==> config.mk <==
export PLATFORM = sky130hd
export DESIGN_NAME = pio_cell
export DESIGN_NICKNAME = d
export VERILOG_FILES = /design/src/common/pio_pkg.sv /design/src/hw/pio_axil.sv /design/src/hw/pio_cell.sv /design/src/hw/pio_elem.sv
export SDC_FILE = /design/constraint.sdc
export NUM_CORES = 1
export LEC_CHECK = 0
export ABC_CLOCK_PERIOD_IN_PS = 1650
export BUFFER_PORTS_ARGS = -buffer_cell sky130_fd_sc_hd__buf_2
export CAP_MARGIN = 0
export CORE_MARGIN = 2
export CORE_UTILIZATION = 46
export CTS_CLUSTER_DIAMETER = 60
export CTS_CLUSTER_SIZE = 14
export DETAILED_ROUTE_END_ITERATION = 10
export PLACE_DENSITY_LB_ADDON = 0.1
export SYNTH_ARGS = -nofsm -noshare
export SYNTH_HDL_FRONTEND = slang
export SYNTH_SLANG_ARGS = --single-unit
==> constraint.sdc <==
create_clock -name clk_sys -period 1.65 [get_ports clk_sys]
set_input_delay 0.33 -clock clk_sys [delete_from_list [all_inputs] [get_ports clk_sys]]
set_output_delay 0.33 -clock clk_sys [all_outputs]
set_load 0.01 [all_outputs]
==> src/common/pio_pkg.sv <==
/*
  Shared constants and types for the pad I/O cell: register map,
  field positions, reset values, set/reset actions and pull choices.
  Assumes a 32-bit AXI4-Lite register bus with byte addresses.
*/
package pio_pkg;

  localparam int PIO_AW = 4;
  localparam logic [3:0] PIO_CTRL_OFF = 4'h0;
  localparam logic [3:0] PIO_POL_OFF  = 4'h4;
  localparam logic [3:0] PIO_STAT_OFF = 4'h8;

  // element indices
  localparam int EL_IN  = 0;
  localparam int EL_OUT = 1;
  localparam int EL_OE  = 2;
  localparam int EL_N   = 3;

  // control register fields
  localparam int CTRL_LATCH = 0;   // 3 bits, one per element
  localparam int CTRL_IREG  = 3;
  localparam int CTRL_OREG  = 4;
  localparam int CTRL_TREG  = 5;
  localparam int CTRL_DLY   = 6;
  localparam int CTRL_KEEP  = 7;
  localparam int CTRL_PULL  = 8;   // 2 bits
  localparam int CTRL_SRM   = 10;  // 2 bits per element
  localparam logic [31:0] CTRL_RST  = 32'h0000_0000;
  localparam logic [31:0] CTRL_MASK = 32'h0000_FFFF;

  // polarity register fields
  localparam int POL_OUT = 0;
  localparam int POL_CLK = 1;
  localparam int POL_CE  = 2;      // 3 bits, one per element
  localparam int POL_SR  = 5;
  localparam int POL_T   = 6;
  localparam logic [31:0] POL_RST  = 32'h0000_0000;
  localparam logic [31:0] POL_MASK = 32'h0000_007F;

  // status register fields
  localparam int STAT_DONE = 0;
  localparam int STAT_PAD  = 1;
  localparam int STAT_Q    = 2;    // 3 bits, one per element
  localparam int STAT_OE   = 5;
  localparam int STAT_WK   = 6;

  localparam logic       ELEM_RST  = 1'b0;
  localparam logic       CLKD_RST  = 1'b1;
  localparam logic [1:0] RESP_OKAY = 2'h0;
  localparam logic [1:0] RESP_SLV  = 2'h2;

  typedef enum logic [1:0] {
    SRM_SSET = 2'b00, SRM_SRST = 2'b01, SRM_APRE = 2'b10, SRM_ACLR = 2'b11
  } pio_srm_t;

  typedef enum logic [1:0] {
    PULL_NONE = 2'b00, PULL_UP = 2'b01, PULL_DN = 2'b10, PULL_OFF = 2'b11
  } pio_pull_t;

  typedef enum logic [1:0] {
    RG_CTRL = 2'b00, RG_POL = 2'b01, RG_STAT = 2'b10, RG_MISS = 2'b11
  } pio_reg_t;

endpackage

==> src/hw/pio_axil.sv <==
/*
  AXI4-Lite slave front end for the pad cell registers. Takes write
  address and data in either order, one write and one read at a time.
  Assumes the register file decodes addresses combinationally.
*/
module pio_axil #(
  parameter int AW = pio_pkg::PIO_AW        // address width
) (
  input  wire logic          clk_sys,       // system clock
  input  wire logic          rst,           // sync reset, high
  input  wire logic [AW-1:0] s_axi_awaddr,  // write address
  input  wire logic          s_axi_awvalid, // write address valid
  output logic               s_axi_awready, // write address ready
  input  wire logic [31:0]   s_axi_wdata,   // write data
  input  wire logic [3:0]    s_axi_wstrb,   // byte enables
  input  wire logic          s_axi_wvalid,  // write data valid
  output logic               s_axi_wready,  // write data ready
  output logic [1:0]         s_axi_bresp,   // write response
  output logic               s_axi_bvalid,  // write response valid
  input  wire logic          s_axi_bready,  // write response ready
  input  wire logic          s_axi_arvalid, // read address valid
  output logic               s_axi_arready, // read address ready
  output logic [31:0]        s_axi_rdata,   // read data
  output logic [1:0]         s_axi_rresp,   // read response
  output logic               s_axi_rvalid,  // read valid
  input  wire logic          s_axi_rready,  // read ready
  output logic               wr_stb,        // register write pulse
  output logic [AW-1:0]      wr_addr,       // register write address
  output logic [31:0]        wr_data,       // register write data
  output logic [3:0]         wr_strb,       // register byte enables
  input  wire logic          wr_err,        // write hits nothing
  input  wire logic [31:0]   rd_data,       // data at read address
  input  wire logic          rd_err         // read hits nothing
);
  import pio_pkg::*;

  logic          aw_full_r, aw_full_nxt;
  logic          w_full_r, w_full_nxt;
  logic          bvalid_r, bvalid_nxt;
  logic          rvalid_r, rvalid_nxt;
  logic [AW-1:0] awaddr_r, awaddr_nxt;
  logic [31:0]   wdata_r, wdata_nxt;
  logic [31:0]   rdata_r, rdata_nxt;
  logic [3:0]    wstrb_r, wstrb_nxt;
  logic [1:0]    bresp_r, bresp_nxt;
  logic [1:0]    rresp_r, rresp_nxt;

  assign s_axi_awready = !aw_full_r;
  assign s_axi_wready  = !w_full_r;
  assign s_axi_arready = !rvalid_r;
  assign s_axi_bvalid  = bvalid_r;
  assign s_axi_bresp   = bresp_r;
  assign s_axi_rvalid  = rvalid_r;
  assign s_axi_rdata   = rdata_r;
  assign s_axi_rresp   = rresp_r;
  // a pending response blocks the next write from committing
  assign wr_stb  = aw_full_r && w_full_r && !bvalid_r;
  assign wr_addr = awaddr_r;
  assign wr_data = wdata_r;
  assign wr_strb = wstrb_r;

  always_comb begin
    aw_full_nxt = aw_full_r;
    w_full_nxt  = w_full_r;
    bvalid_nxt  = bvalid_r;
    rvalid_nxt  = rvalid_r;
    awaddr_nxt  = awaddr_r;
    wdata_nxt   = wdata_r;
    wstrb_nxt   = wstrb_r;
    bresp_nxt   = bresp_r;
    rdata_nxt   = rdata_r;
    rresp_nxt   = rresp_r;
    if (s_axi_awvalid && !aw_full_r) begin
      aw_full_nxt = 1'b1;
      awaddr_nxt  = s_axi_awaddr;
    end
    if (s_axi_wvalid && !w_full_r) begin
      w_full_nxt = 1'b1;
      wdata_nxt  = s_axi_wdata;
      wstrb_nxt  = s_axi_wstrb;
    end
    if (wr_stb) begin
      aw_full_nxt = 1'b0;
      w_full_nxt  = 1'b0;
      bvalid_nxt  = 1'b1;
      bresp_nxt   = wr_err ? RESP_SLV : RESP_OKAY;
    end else if (bvalid_r && s_axi_bready) begin
      bvalid_nxt = 1'b0;
    end
    if (s_axi_arvalid && !rvalid_r) begin
      rvalid_nxt = 1'b1;
      rdata_nxt  = rd_data;
      rresp_nxt  = rd_err ? RESP_SLV : RESP_OKAY;
    end else if (rvalid_r && s_axi_rready) begin
      rvalid_nxt = 1'b0;
    end
  end

  always_ff @(posedge clk_sys) begin
    if (rst) begin
      aw_full_r <= 1'b0;
      w_full_r  <= 1'b0;
      bvalid_r  <= 1'b0;
      rvalid_r  <= 1'b0;
      awaddr_r  <= '0;
      wdata_r   <= '0;
      wstrb_r   <= '0;
      bresp_r   <= RESP_OKAY;
      rdata_r   <= '0;
      rresp_r   <= RESP_OKAY;
    end else begin
      aw_full_r <= aw_full_nxt;
      w_full_r  <= w_full_nxt;
      bvalid_r  <= bvalid_nxt;
      rvalid_r  <= rvalid_nxt;
      awaddr_r  <= awaddr_nxt;
      wdata_r   <= wdata_nxt;
      wstrb_r   <= wstrb_nxt;
      bresp_r   <= bresp_nxt;
      rdata_r   <= rdata_nxt;
      rresp_r   <= rresp_nxt;
    end
  end

endmodule

==> src/hw/pio_cell.sv <==
/*
  Pad I/O cell: input, output and enable storage elements on one
  cell clock and one shared set/reset, path selection, input delay,
  keeper and pulls, configured over AXI4-Lite.
  Assumes fabric inputs are synchronous to clk_sys; pad_i is not, and
  the bench resolves the pad wire from pad_oe and wk_oe.
*/
// The register addresses and the AXI4-Lite register port are this design's own decisions.

// Functional notes
// each element is flop or latch
// all three elements share one clock
// each element has its own enable
// one set/reset shared by all three
// per element: sync set/reset, async preset/clear
// pad input direct or through input element
// optional delay before input element data
// pad data direct or from output element
// pad enable direct or from enable element
// keeper holds last sensed pad level
// selectable weak pull-up or pull-down
// independent inversion on output and controls
// before configuration: pad released, pulls off
// latch passes while clock and enable active
// async immediate, sync only on enabled edge; in latch mode sync acts whenever the latch is open
module pio_cell #(
  parameter int DLY_STAGES = 2                 // input delay, >= 2
) (
  input  wire logic                   clk_sys,       // system clock
  input  wire logic                   rst,           // sync reset, high
  input  wire logic [pio_pkg::PIO_AW-1:0] s_axi_awaddr, // write address
  input  wire logic                   s_axi_awvalid, // write addr valid
  output logic                        s_axi_awready, // write addr ready
  input  wire logic [31:0]            s_axi_wdata,   // write data
  input  wire logic [3:0]             s_axi_wstrb,   // byte enables
  input  wire logic                   s_axi_wvalid,  // write data valid
  output logic                        s_axi_wready,  // write data ready
  output logic [1:0]                  s_axi_bresp,   // write response
  output logic                        s_axi_bvalid,  // write resp valid
  input  wire logic                   s_axi_bready,  // write resp ready
  input  wire logic [pio_pkg::PIO_AW-1:0] s_axi_araddr, // read address
  input  wire logic                   s_axi_arvalid, // read addr valid
  output logic                        s_axi_arready, // read addr ready
  output logic [31:0]                 s_axi_rdata,   // read data
  output logic [1:0]                  s_axi_rresp,   // read response
  output logic                        s_axi_rvalid,  // read valid
  input  wire logic                   s_axi_rready,  // read ready
  input  wire logic                   cfg_done,      // configuration done
  input  wire logic                   fab_clk,       // cell clock
  input  wire logic                   fab_sr,        // shared set/reset
  input  wire logic [2:0]             fab_ce,        // enables in/out/oe
  input  wire logic                   fab_o,         // data toward pad
  input  wire logic                   fab_t,         // drive request
  output logic                        fab_i,         // data from pad
  input  wire logic                   pad_i,         // pad level sensed
  output logic                        pad_o,         // pad drive data
  output logic                        pad_oe,        // pad drive enable
  output logic                        wk_o,          // weak drive level
  output logic                        wk_oe          // weak drive enable
);
  import pio_pkg::*;

  logic [31:0]           ctrl_r, ctrl_nxt;
  logic [31:0]           pol_r, pol_nxt;
  logic                  pad_s1_r, pad_s2_r;
  logic [DLY_STAGES-1:0] dly_r, dly_nxt;
  logic                  clkd_r;
  logic                  wk_o_r, wk_o_nxt;
  logic                  wk_oe_r, wk_oe_nxt;
  logic                  wr_stb, wr_err, rd_err;
  logic [PIO_AW-1:0]     wr_addr;
  logic [31:0]           wr_data, rd_data, stat;
  logic [3:0]            wr_strb;
  logic                  clk_lvl, clk_rise, sr;
  logic [EL_N-1:0]       d_v, ce_v, q_v;
  logic                  d_oe;
  pio_pull_t             pull;
  pio_reg_t              wr_sel, rd_sel;

  function automatic pio_reg_t pio_dec(input logic [PIO_AW-1:0] a);
    if (a == PIO_CTRL_OFF) begin
      return RG_CTRL;
    end else if (a == PIO_POL_OFF) begin
      return RG_POL;
    end else if (a == PIO_STAT_OFF) begin
      return RG_STAT;
    end else begin
      return RG_MISS;
    end
  endfunction

  function automatic logic [31:0] pio_merge(input logic [31:0] old,
                                            input logic [31:0] nw,
                                            input logic [3:0]  be,
                                            input logic [31:0] msk);
    logic [31:0] r;
    r = old;
    for (int b = 0; b < 4; b++) begin
      if (be[b]) begin
        r[b*8 +: 8] = nw[b*8 +: 8];
      end
    end
    return r & msk;
  endfunction

  ////////////////////////////////////////////////////////////////////
  pio_axil #(
    .AW (PIO_AW)
  ) u_pio_axil (
    .clk_sys       (clk_sys),
    .rst           (rst),
    .s_axi_awaddr  (s_axi_awaddr),
    .s_axi_awvalid (s_axi_awvalid),
    .s_axi_awready (s_axi_awready),
    .s_axi_wdata   (s_axi_wdata),
    .s_axi_wstrb   (s_axi_wstrb),
    .s_axi_wvalid  (s_axi_wvalid),
    .s_axi_wready  (s_axi_wready),
    .s_axi_bresp   (s_axi_bresp),
    .s_axi_bvalid  (s_axi_bvalid),
    .s_axi_bready  (s_axi_bready),
    .s_axi_arvalid (s_axi_arvalid),
    .s_axi_arready (s_axi_arready),
    .s_axi_rdata   (s_axi_rdata),
    .s_axi_rresp   (s_axi_rresp),
    .s_axi_rvalid  (s_axi_rvalid),
    .s_axi_rready  (s_axi_rready),
    .wr_stb        (wr_stb),
    .wr_addr       (wr_addr),
    .wr_data       (wr_data),
    .wr_strb       (wr_strb),
    .wr_err        (wr_err),
    .rd_data       (rd_data),
    .rd_err        (rd_err)
  );

  assign wr_sel = pio_dec(wr_addr);
  assign rd_sel = pio_dec(s_axi_araddr);
  assign wr_err = (wr_sel == RG_MISS);
  assign rd_err = (rd_sel == RG_MISS);

  always_comb begin
    stat             = '0;
    stat[STAT_DONE]  = cfg_done;
    stat[STAT_PAD]   = pad_s2_r;
    stat[STAT_Q +: EL_N] = q_v;
    stat[STAT_OE]    = pad_oe;
    stat[STAT_WK]    = wk_oe_r;
    if (rd_sel == RG_CTRL) begin
      rd_data = ctrl_r;
    end else if (rd_sel == RG_POL) begin
      rd_data = pol_r;
    end else if (rd_sel == RG_STAT) begin
      rd_data = stat;
    end else begin
      rd_data = '0;
    end
  end

  // status is read-only; a write there is accepted and dropped
  always_comb begin
    ctrl_nxt = ctrl_r;
    pol_nxt  = pol_r;
    if (wr_stb && wr_sel == RG_CTRL) begin
      ctrl_nxt = pio_merge(ctrl_r, wr_data, wr_strb, CTRL_MASK);
    end
    if (wr_stb && wr_sel == RG_POL) begin
      pol_nxt = pio_merge(pol_r, wr_data, wr_strb, POL_MASK);
    end
  end

  always_ff @(posedge clk_sys) begin
    if (rst) begin
      ctrl_r <= CTRL_RST;
      pol_r  <= POL_RST;
    end else begin
      ctrl_r <= ctrl_nxt;
      pol_r  <= pol_nxt;
    end
  end

  ////////////////////////////////////////////////////////////////////
  // pad input: two-flop synchroniser, then the optional delay line
  assign dly_nxt = {dly_r[DLY_STAGES-2:0], pad_s2_r};
  assign pull    = pio_pull_t'(ctrl_r[CTRL_PULL +: 2]);

  always_comb begin
    wk_oe_nxt = 1'b0;
    wk_o_nxt  = 1'b0;
    if (cfg_done && ctrl_r[CTRL_KEEP]) begin
      wk_oe_nxt = 1'b1;
      wk_o_nxt  = pad_s2_r;
    end else if (cfg_done && pull == PULL_UP) begin
      wk_oe_nxt = 1'b1;
      wk_o_nxt  = 1'b1;
    end else if (cfg_done && pull == PULL_DN) begin
      wk_oe_nxt = 1'b1;
    end
  end

  always_ff @(posedge clk_sys) begin
    if (rst) begin
      pad_s1_r <= 1'b0;
      pad_s2_r <= 1'b0;
      dly_r    <= '0;
      clkd_r   <= CLKD_RST;
      wk_o_r   <= 1'b0;
      wk_oe_r  <= 1'b0;
    end else begin
      pad_s1_r <= pad_i;
      pad_s2_r <= pad_s1_r;
      dly_r    <= dly_nxt;
      clkd_r   <= clk_lvl;
      wk_o_r   <= wk_o_nxt;
      wk_oe_r  <= wk_oe_nxt;
    end
  end

  assign wk_o  = wk_o_r;
  assign wk_oe = wk_oe_r;

  ////////////////////////////////////////////////////////////////////
  // one cell clock and one set/reset serve all three elements
  assign clk_lvl  = fab_clk ^ pol_r[POL_CLK];
  assign clk_rise = clk_lvl && !clkd_r;
  assign sr       = fab_sr ^ pol_r[POL_SR];
  assign d_oe     = fab_t ^ pol_r[POL_T];

  assign d_v[EL_IN]  = ctrl_r[CTRL_DLY] ? dly_r[DLY_STAGES-1]
                                        : pad_s2_r;
  assign d_v[EL_OUT] = fab_o;
  assign d_v[EL_OE]  = d_oe;

  generate
    for (genvar i = 0; i < EL_N; i++) begin : g_el
      assign ce_v[i] = fab_ce[i] ^ pol_r[POL_CE + i];
      pio_elem u_pio_elem (
        .clk_sys    (clk_sys),
        .rst        (rst),
        .clk_lvl    (clk_lvl),
        .clk_rise   (clk_rise),
        .ce         (ce_v[i]),
        .sr         (sr),
        .d          (d_v[i]),
        .latch_mode (ctrl_r[CTRL_LATCH + i]),
        .sr_mode    (pio_srm_t'(ctrl_r[CTRL_SRM + 2*i +: 2])),
        .q          (q_v[i])
      );
    end
  endgenerate

  // pad stays released until configuration completes
  assign fab_i  = ctrl_r[CTRL_IREG] ? q_v[EL_IN] : pad_s2_r;
  assign pad_o  = (ctrl_r[CTRL_OREG] ? q_v[EL_OUT] : fab_o)
                  ^ pol_r[POL_OUT];
  assign pad_oe = cfg_done
                  && (ctrl_r[CTRL_TREG] ? q_v[EL_OE] : d_oe);
endmodule

==> src/hw/pio_elem.sv <==
/*
  One storage element of the pad cell: flip-flop or latch, with a
  clock enable and a shared set/reset of selectable action.
  Assumes clk_lvl and clk_rise derive from one cell clock on clk_sys.
*/
module pio_elem (
  input  wire logic             clk_sys,    // system clock
  input  wire logic             rst,        // sync reset, high
  input  wire logic             clk_lvl,    // cell clock level
  input  wire logic             clk_rise,   // cell clock edge pulse
  input  wire logic             ce,         // clock enable
  input  wire logic             sr,         // shared set/reset
  input  wire logic             d,          // data in
  input  wire logic             latch_mode, // 1 = latch
  input  wire pio_pkg::pio_srm_t sr_mode,   // set/reset action
  output logic                  q           // element output
);
  import pio_pkg::*;

  logic q_r;
  logic q_nxt;
  logic is_async;
  logic aval;
  logic sval;
  logic open_now;

  assign is_async = (sr_mode == SRM_APRE) || (sr_mode == SRM_ACLR);
  assign aval     = (sr_mode == SRM_APRE);
  assign sval     = (sr_mode == SRM_SSET);
  assign open_now = latch_mode && clk_lvl && ce;

  always_comb begin
    q_nxt = q_r;
    if (sr && is_async) begin
      q_nxt = aval;
    end else if (latch_mode) begin
      if (open_now) begin
        q_nxt = sr ? sval : d;
      end
    end else if (clk_rise && ce) begin
      q_nxt = sr ? sval : d;
    end
  end

  // async action and open latch show at once, not one cycle late
  always_comb begin
    q = q_r;
    if (sr && is_async) begin
      q = aval;
    end else if (open_now) begin
      q = sr ? sval : d;
    end
  end

  always_ff @(posedge clk_sys) begin
    if (rst) begin
      q_r <= ELEM_RST;
    end else begin
      q_r <= q_nxt;
    end
  end
endmodule

======== After elaboration in Yosys (flattened, before gate mapping) ========
Cells that the tools add are included.
word-level totals
  word-level logic and storage cells ...... 138
  flip-flop bits (word level) ............. 95
  input bits .............................. 60
  output and inout bits ................... 46
operators by class
  equality and inequality tests ........... 17
  bitwise operators ....................... 7
  reductions and logical operators ........ 50
  mux-type cells .......................... 42
operators by type and width
  kind                                                              count
  1-bit two-way mux                                                 33
  1-bit logical AND                                                 26
  2-bit == test (second input constant)                             10
  16-bit two-way mux                                                1
  7-bit two-way mux                                                 2
  2-bit two-way mux                                                 6
  2-bit logical NOT                                                 5
  3-bit nonzero test                                                3
  4-bit by 3-bit == test with 1-bit output (second input constant)  2
  4-bit == test (second input constant)                             2
  4-bit logical NOT                                                 2
  1-bit XOR                                                         7
  2-bit by 1-bit == test with 1-bit output (second input constant)  3
  2-bit AND reduction                                               3
  1-bit logical NOT                                                 5
  2-bit nonzero test                                                2
  1-bit logical OR                                                  3
  2-bit OR reduction                                                1

======== Longest topological paths before layout ========
  word-level depth ........................ 10
  mapped depth ............................ 7

======== Cells and area by module ========
A second synthesis with hierarchy kept.
unflattened totals
  cell total of the unflattened synthesis .. 563
  area total of the unflattened synthesis .. 4722.0 µm²
modules (own cells, without submodules)
  module    cells an instance  sequential area each (µm²)  instances  area each (µm²)
  pio_axil  343                1561.5                      1          2777.7
  pio_cell  178                600.6                       1          1591.5
  pio_elem  14                 20.0                        3          117.6

======== Worst setup path after synthesis ========
No wires, ideal clock.
  path kind ............................... register to output
  start ................................... reg pol_r[5]
  end ..................................... out pad_o
  cell stages (with the launch flop) ...... 7
  required time ........................... 1320 ps
  buffers on the path ..................... 1
  arrival time ............................ 1351 ps
  slack ................................... -31 ps
  cell sequence ........................... dfxtp_1 -> xor2_1 -> buf_2 -> a21oi_1 -> mux2i_1 -> a31oi_1 -> xnor2_1
on the way
  word-level cells in the longest chain between the ends .. 6
  elaborated cells between the ends (all ways) .. 7
  classes of those cells .................. mux: 4; bitwise: 2; reduce/logical: 1
ends and longest elaborated chain
  what                    line             source
  from (decl)             pio_cell.sv:64   logic [31:0] pol_r, pol_nxt;
  from (signal assigned)  pio_cell.sv:178  pol_r <= pol_nxt;
  1-bit XOR (*)           pio_cell.sv:226  assign sr = fab_sr ^ pol_r[POL_SR];
  1-bit two-way mux       pio_elem.sv:51   q = sr ? sval : d;
  1-bit two-way mux       pio_elem.sv:50   end else if (open_now) begin
  1-bit two-way mux (*)   pio_elem.sv:48   if (sr && is_async) begin
  1-bit two-way mux (*)   pio_cell.sv:254  assign pad_o = (ctrl_r[CTRL_OREG] ? q_v[EL_OUT] : fab_o)
  1-bit XOR (*)           pio_cell.sv:255  ^ pol_r[POL_OUT];
  to (decl)               pio_cell.sv:56   output logic pad_o,
Mark *: on every way between the ends. The rest lies on a longest branch, timed or not.

======== Worst setup path after layout ========
Ends and elaborated chain as after synthesis.

==> metrics.log <==
[metrics] number of buffers added by the clock tree synthesis step: 9
[metrics] Congestion Overflow GR: 0
[metrics] sum of net half-perimeters after detailed placement: 5.75 mm
[metrics] CP max FO: 8
[metrics] most common cell in the synthesized netlist: dfxtp_1
[metrics] dominant register cell in the synthesized netlist: dfxtp_1
[metrics] fraction of layout instances using a drive strength above 1: 31.2%
[metrics] routed length per placed instance: 13.3 µm
[metrics] first-pass GRT wire length: 12.5 mm
[metrics] via count of the first global-routing pass: 2678
[metrics] count of pins on the block boundary: 106
[metrics] total cell area at the placement stage: 4000 µm²
[metrics] post-synthesis xor/xnor area fraction: 2.33%
[metrics] total non-filler cell area in the finished layout: 4340 µm²
[metrics] Slew Limit Fails: 0
[metrics] Synth Area in Simple Gates: 19.5%
[metrics] complex-gate fraction of the synthesized area: 13.1%
[metrics] final wirelength: 7.87 mm
[metrics] TritonCTS clock tree: built
[metrics] floorplan die height: 89.1 µm
[metrics] flop and latch count out of synthesis: 77
[metrics] die width: 89.1 µm
[metrics] highest ir drop seen on vdd: 0.489 mV
[metrics] area inside the core boundary: 7140 µm²
[metrics] hold violation total from the final report: 0
[metrics] clock period minus worst slack: 2110 ps
[metrics] number of core rows: 31
[metrics] maximum operating frequency: 474 MHz
[metrics] count of inserted antenna diode cells: 0
[metrics] number of levels the H-tree was split into: 3
[metrics] iteration-0 DRC count of the detailed router: 90
[metrics] dominant combinational cell family by area after synthesis: simple AND/OR/NAND/NOR gates
[metrics] required time of the worst setup path: 1320 ps
[metrics] power density normalized to cell area: 909 nW/µm²
[metrics] number of buffers inserted by port buffering: 69
[metrics] Vias/cell: 4.88
[metrics] type of origin of the critical path: flop
[metrics] flip-flop and latch area: 1550 µm²
[metrics] overall fraction of global-route tracks in use: 20.7%
[metrics] portion of the post-synthesis area used by sequential elements: 46.3%
[metrics] Crit Path Category: reg2out
[metrics] Area contributors post-synth: dfxtp_1 (46%), mux2i_1 (11%), nor2_1 (6.2%), nand2_1 (5.0%), a21oi_1 (4.8%)
[metrics] antenna violations before repair: 0
[metrics] final setup violation count: 3
[metrics] post-synth top area cell: dfxtp_1
[metrics] proportion of synthesized area in mux cells: 11.1%
[metrics] cell count after placement: 569
[metrics] max-cap violations: 0
[metrics] Unique masters post-synth: 41
[metrics] average instance area after synthesis: 8.78 µm²
[metrics] outcome: complete, but fails checks
[metrics] worst min-delay path startpoint: s_axi_wdata[1]
[metrics] Post-Synth Adder-Cell Area: 0%
[metrics] Initial Utilization: 46.7%
[metrics] area added between synthesis and finish: 30.4%
[metrics] setup repair after global routing missed its margin: yes
[metrics] Worst Setup Slack, final: -458 ps
[metrics] top cell type's share of synthesized area: 46.3%
[metrics] final layout net count: 546
[metrics] die area: 7930 µm²
[metrics] number of sinks on the clock net: 77
[metrics] non-filler cells in the finished layout: 590
[metrics] launch point of the critical path: pol_r[5]$_SDFFE_PP0P_
[metrics] worst hold path class: in2reg
[metrics] first-pass iteration count of the detailed router: 4
[metrics] routability congestion estimate from global placement: 0.834
[metrics] root buffer cell: clkbuf_8
[metrics] clock insertion delay at the later pin of the skew report: 350 ps
[metrics] residual antenna-violating net count after detailed routing: 0
[metrics] period utilization: 128%
[metrics] area used by multi-input combinational logic: 1670 µm²
[metrics] post-synthesis cell count: 379
[metrics] maximum buffer depth of the clock tree: 2
[metrics] top cells by instance count after synthesis: dfxtp_1 (77), nor2_1 (55), nand2_1 (44)
[metrics] total number of vias: 2881
[metrics] Residual DRC: 0
[metrics] failing checks: setup timing
[metrics] static power due to leakage: 0.00207 µW
[metrics] launching point of the worst reg2reg path: pol_r[1]$_SDFFE_PP0P_
[metrics] Setup Skew: 11.9 ps
[metrics] Fill cells: 665
[metrics] arrival time at the worst endpoint: 1780 ps
[metrics] async set-reset flop share out of synthesis: 0%
[metrics] crit path capture type: primary output
[metrics] post-synthesis instance area: 3330 µm²
[metrics] number of synthesis warnings: 0
[metrics] largest net degree at the start of global routing: 59
[metrics] number of enable-type register cells in the synthesized netlist: 0
[metrics] clock slew seen by the registers of the worst setup and hold paths: 90 ps
through the flow:
| step | utilization (%) | setup TNS (ps) | hold WS [ps] | setup WS [ps] | power (µW) |
|---|---|---|---|---|---|
| 2_1_floorplan | - | 0 | 414 | 4.50 | 2220 |
| 3_3_place_gp | 56.0 | -835 | 422 | -232 | 2350 |
| 3_5_place_dp | 56.0 | -966 | 446 | -295 | 2360 |
| 4_1_cts | 60.4 | -1290 | 195 | -454 | 3980 |
| 5_1_grt | 60.9 | -1810 | 195 | -576 | 4120 |
| 6_report | 60.9 | -1290 | 205 | -458 | 3950 |
metal layers:
layer	wire [µm]	GRT usage [%]
met3	365	3.42
met5	0	0
met4	166	9.09
met2	3610	33.9
met1	3730	26.9
flip-flops by register name, summed over array words and instances (netlist names), 2 cells and up:
name	cells
u_pio_axil.s_axi_rdata	16
pol_r	7
dly_r	2
g_el.u_pio_elem.q_r	3
ctrl_r	16
u_pio_axil.wr_strb	2
u_pio_axil.wr_data	16
u_pio_axil.wr_addr	4
cell usage in the layout (no fill, tap or decap), types with 9 or more instances in the layout:
cell,n
dfxtp_1,74
conb_1,18
clkbuf_8,10
nor2_1,55
buf_2,69
inv_1,9
mux2i_1,37
a22oi_1,12
nand2_1,43
buf_4,45
a21oi_1,30
path summary, 6_finish.rpt:
| path | endpoint | slack (ps) | cells past startpoint |
|---|---|---|---|
| setup reg to reg | u_pio_axil.s_axi_rdata[5]$_SDFFE_PP0P_ | 20 | 7 |
| hold reg to reg | u_pio_axil.wr_data[12]$_SDFFE_PP0P_ | 450 | 2 |
| setup / recovery | pad_o | -460 | 7 |
| hold / removal | u_pio_axil.wr_data[1]$_SDFFE_PP0P_ | 210 | 3 |
cell type report:
class,count,area share (%)
Timing Repair Buffer,117,16.9
Tap cell,99,2.85
Clock buffer,10,3.17
Multi-Input combinational cell,272,38.5
Sequential cell,77,35.6
Inverter,9,0.778
Clock inverter,6,2.16
power by group:
| group | switching (µW) | internal [µW] |
|---|---|---|
| logic | 215 | 171 |
| registers | 37.0 | 1910 |
| clock network | 715 | 903 |
| total | 967 | 2980 |
kinds of logic after synthesis:
family / Yosys count
simple gates: 140
other cells: 1
xor+xnor: 8
flops: 77
mux: 37
compound gates: 69
buf+inv: 47
worst max-delay path: stages (launching register included):
cell	delay, ps
dfxtp_2	340
xor2_1	160
buf_4	200
buf_6	110
nand3b_1	90
a31oi_1	220
xnor2_1	150
buf_2	160
repair_timing:
item / 4_1_cts / 5_1_grt
resized for setup: 12 / 3
endpoints found under the setup margin: 5 / 6
pin swaps: 10 / 6
setup buffers: 3 / 2
hold buffers: 0 / 0
hold endpoints to repair: 0 / 0
No activity file was read; power rests on OpenSTA's default activity.
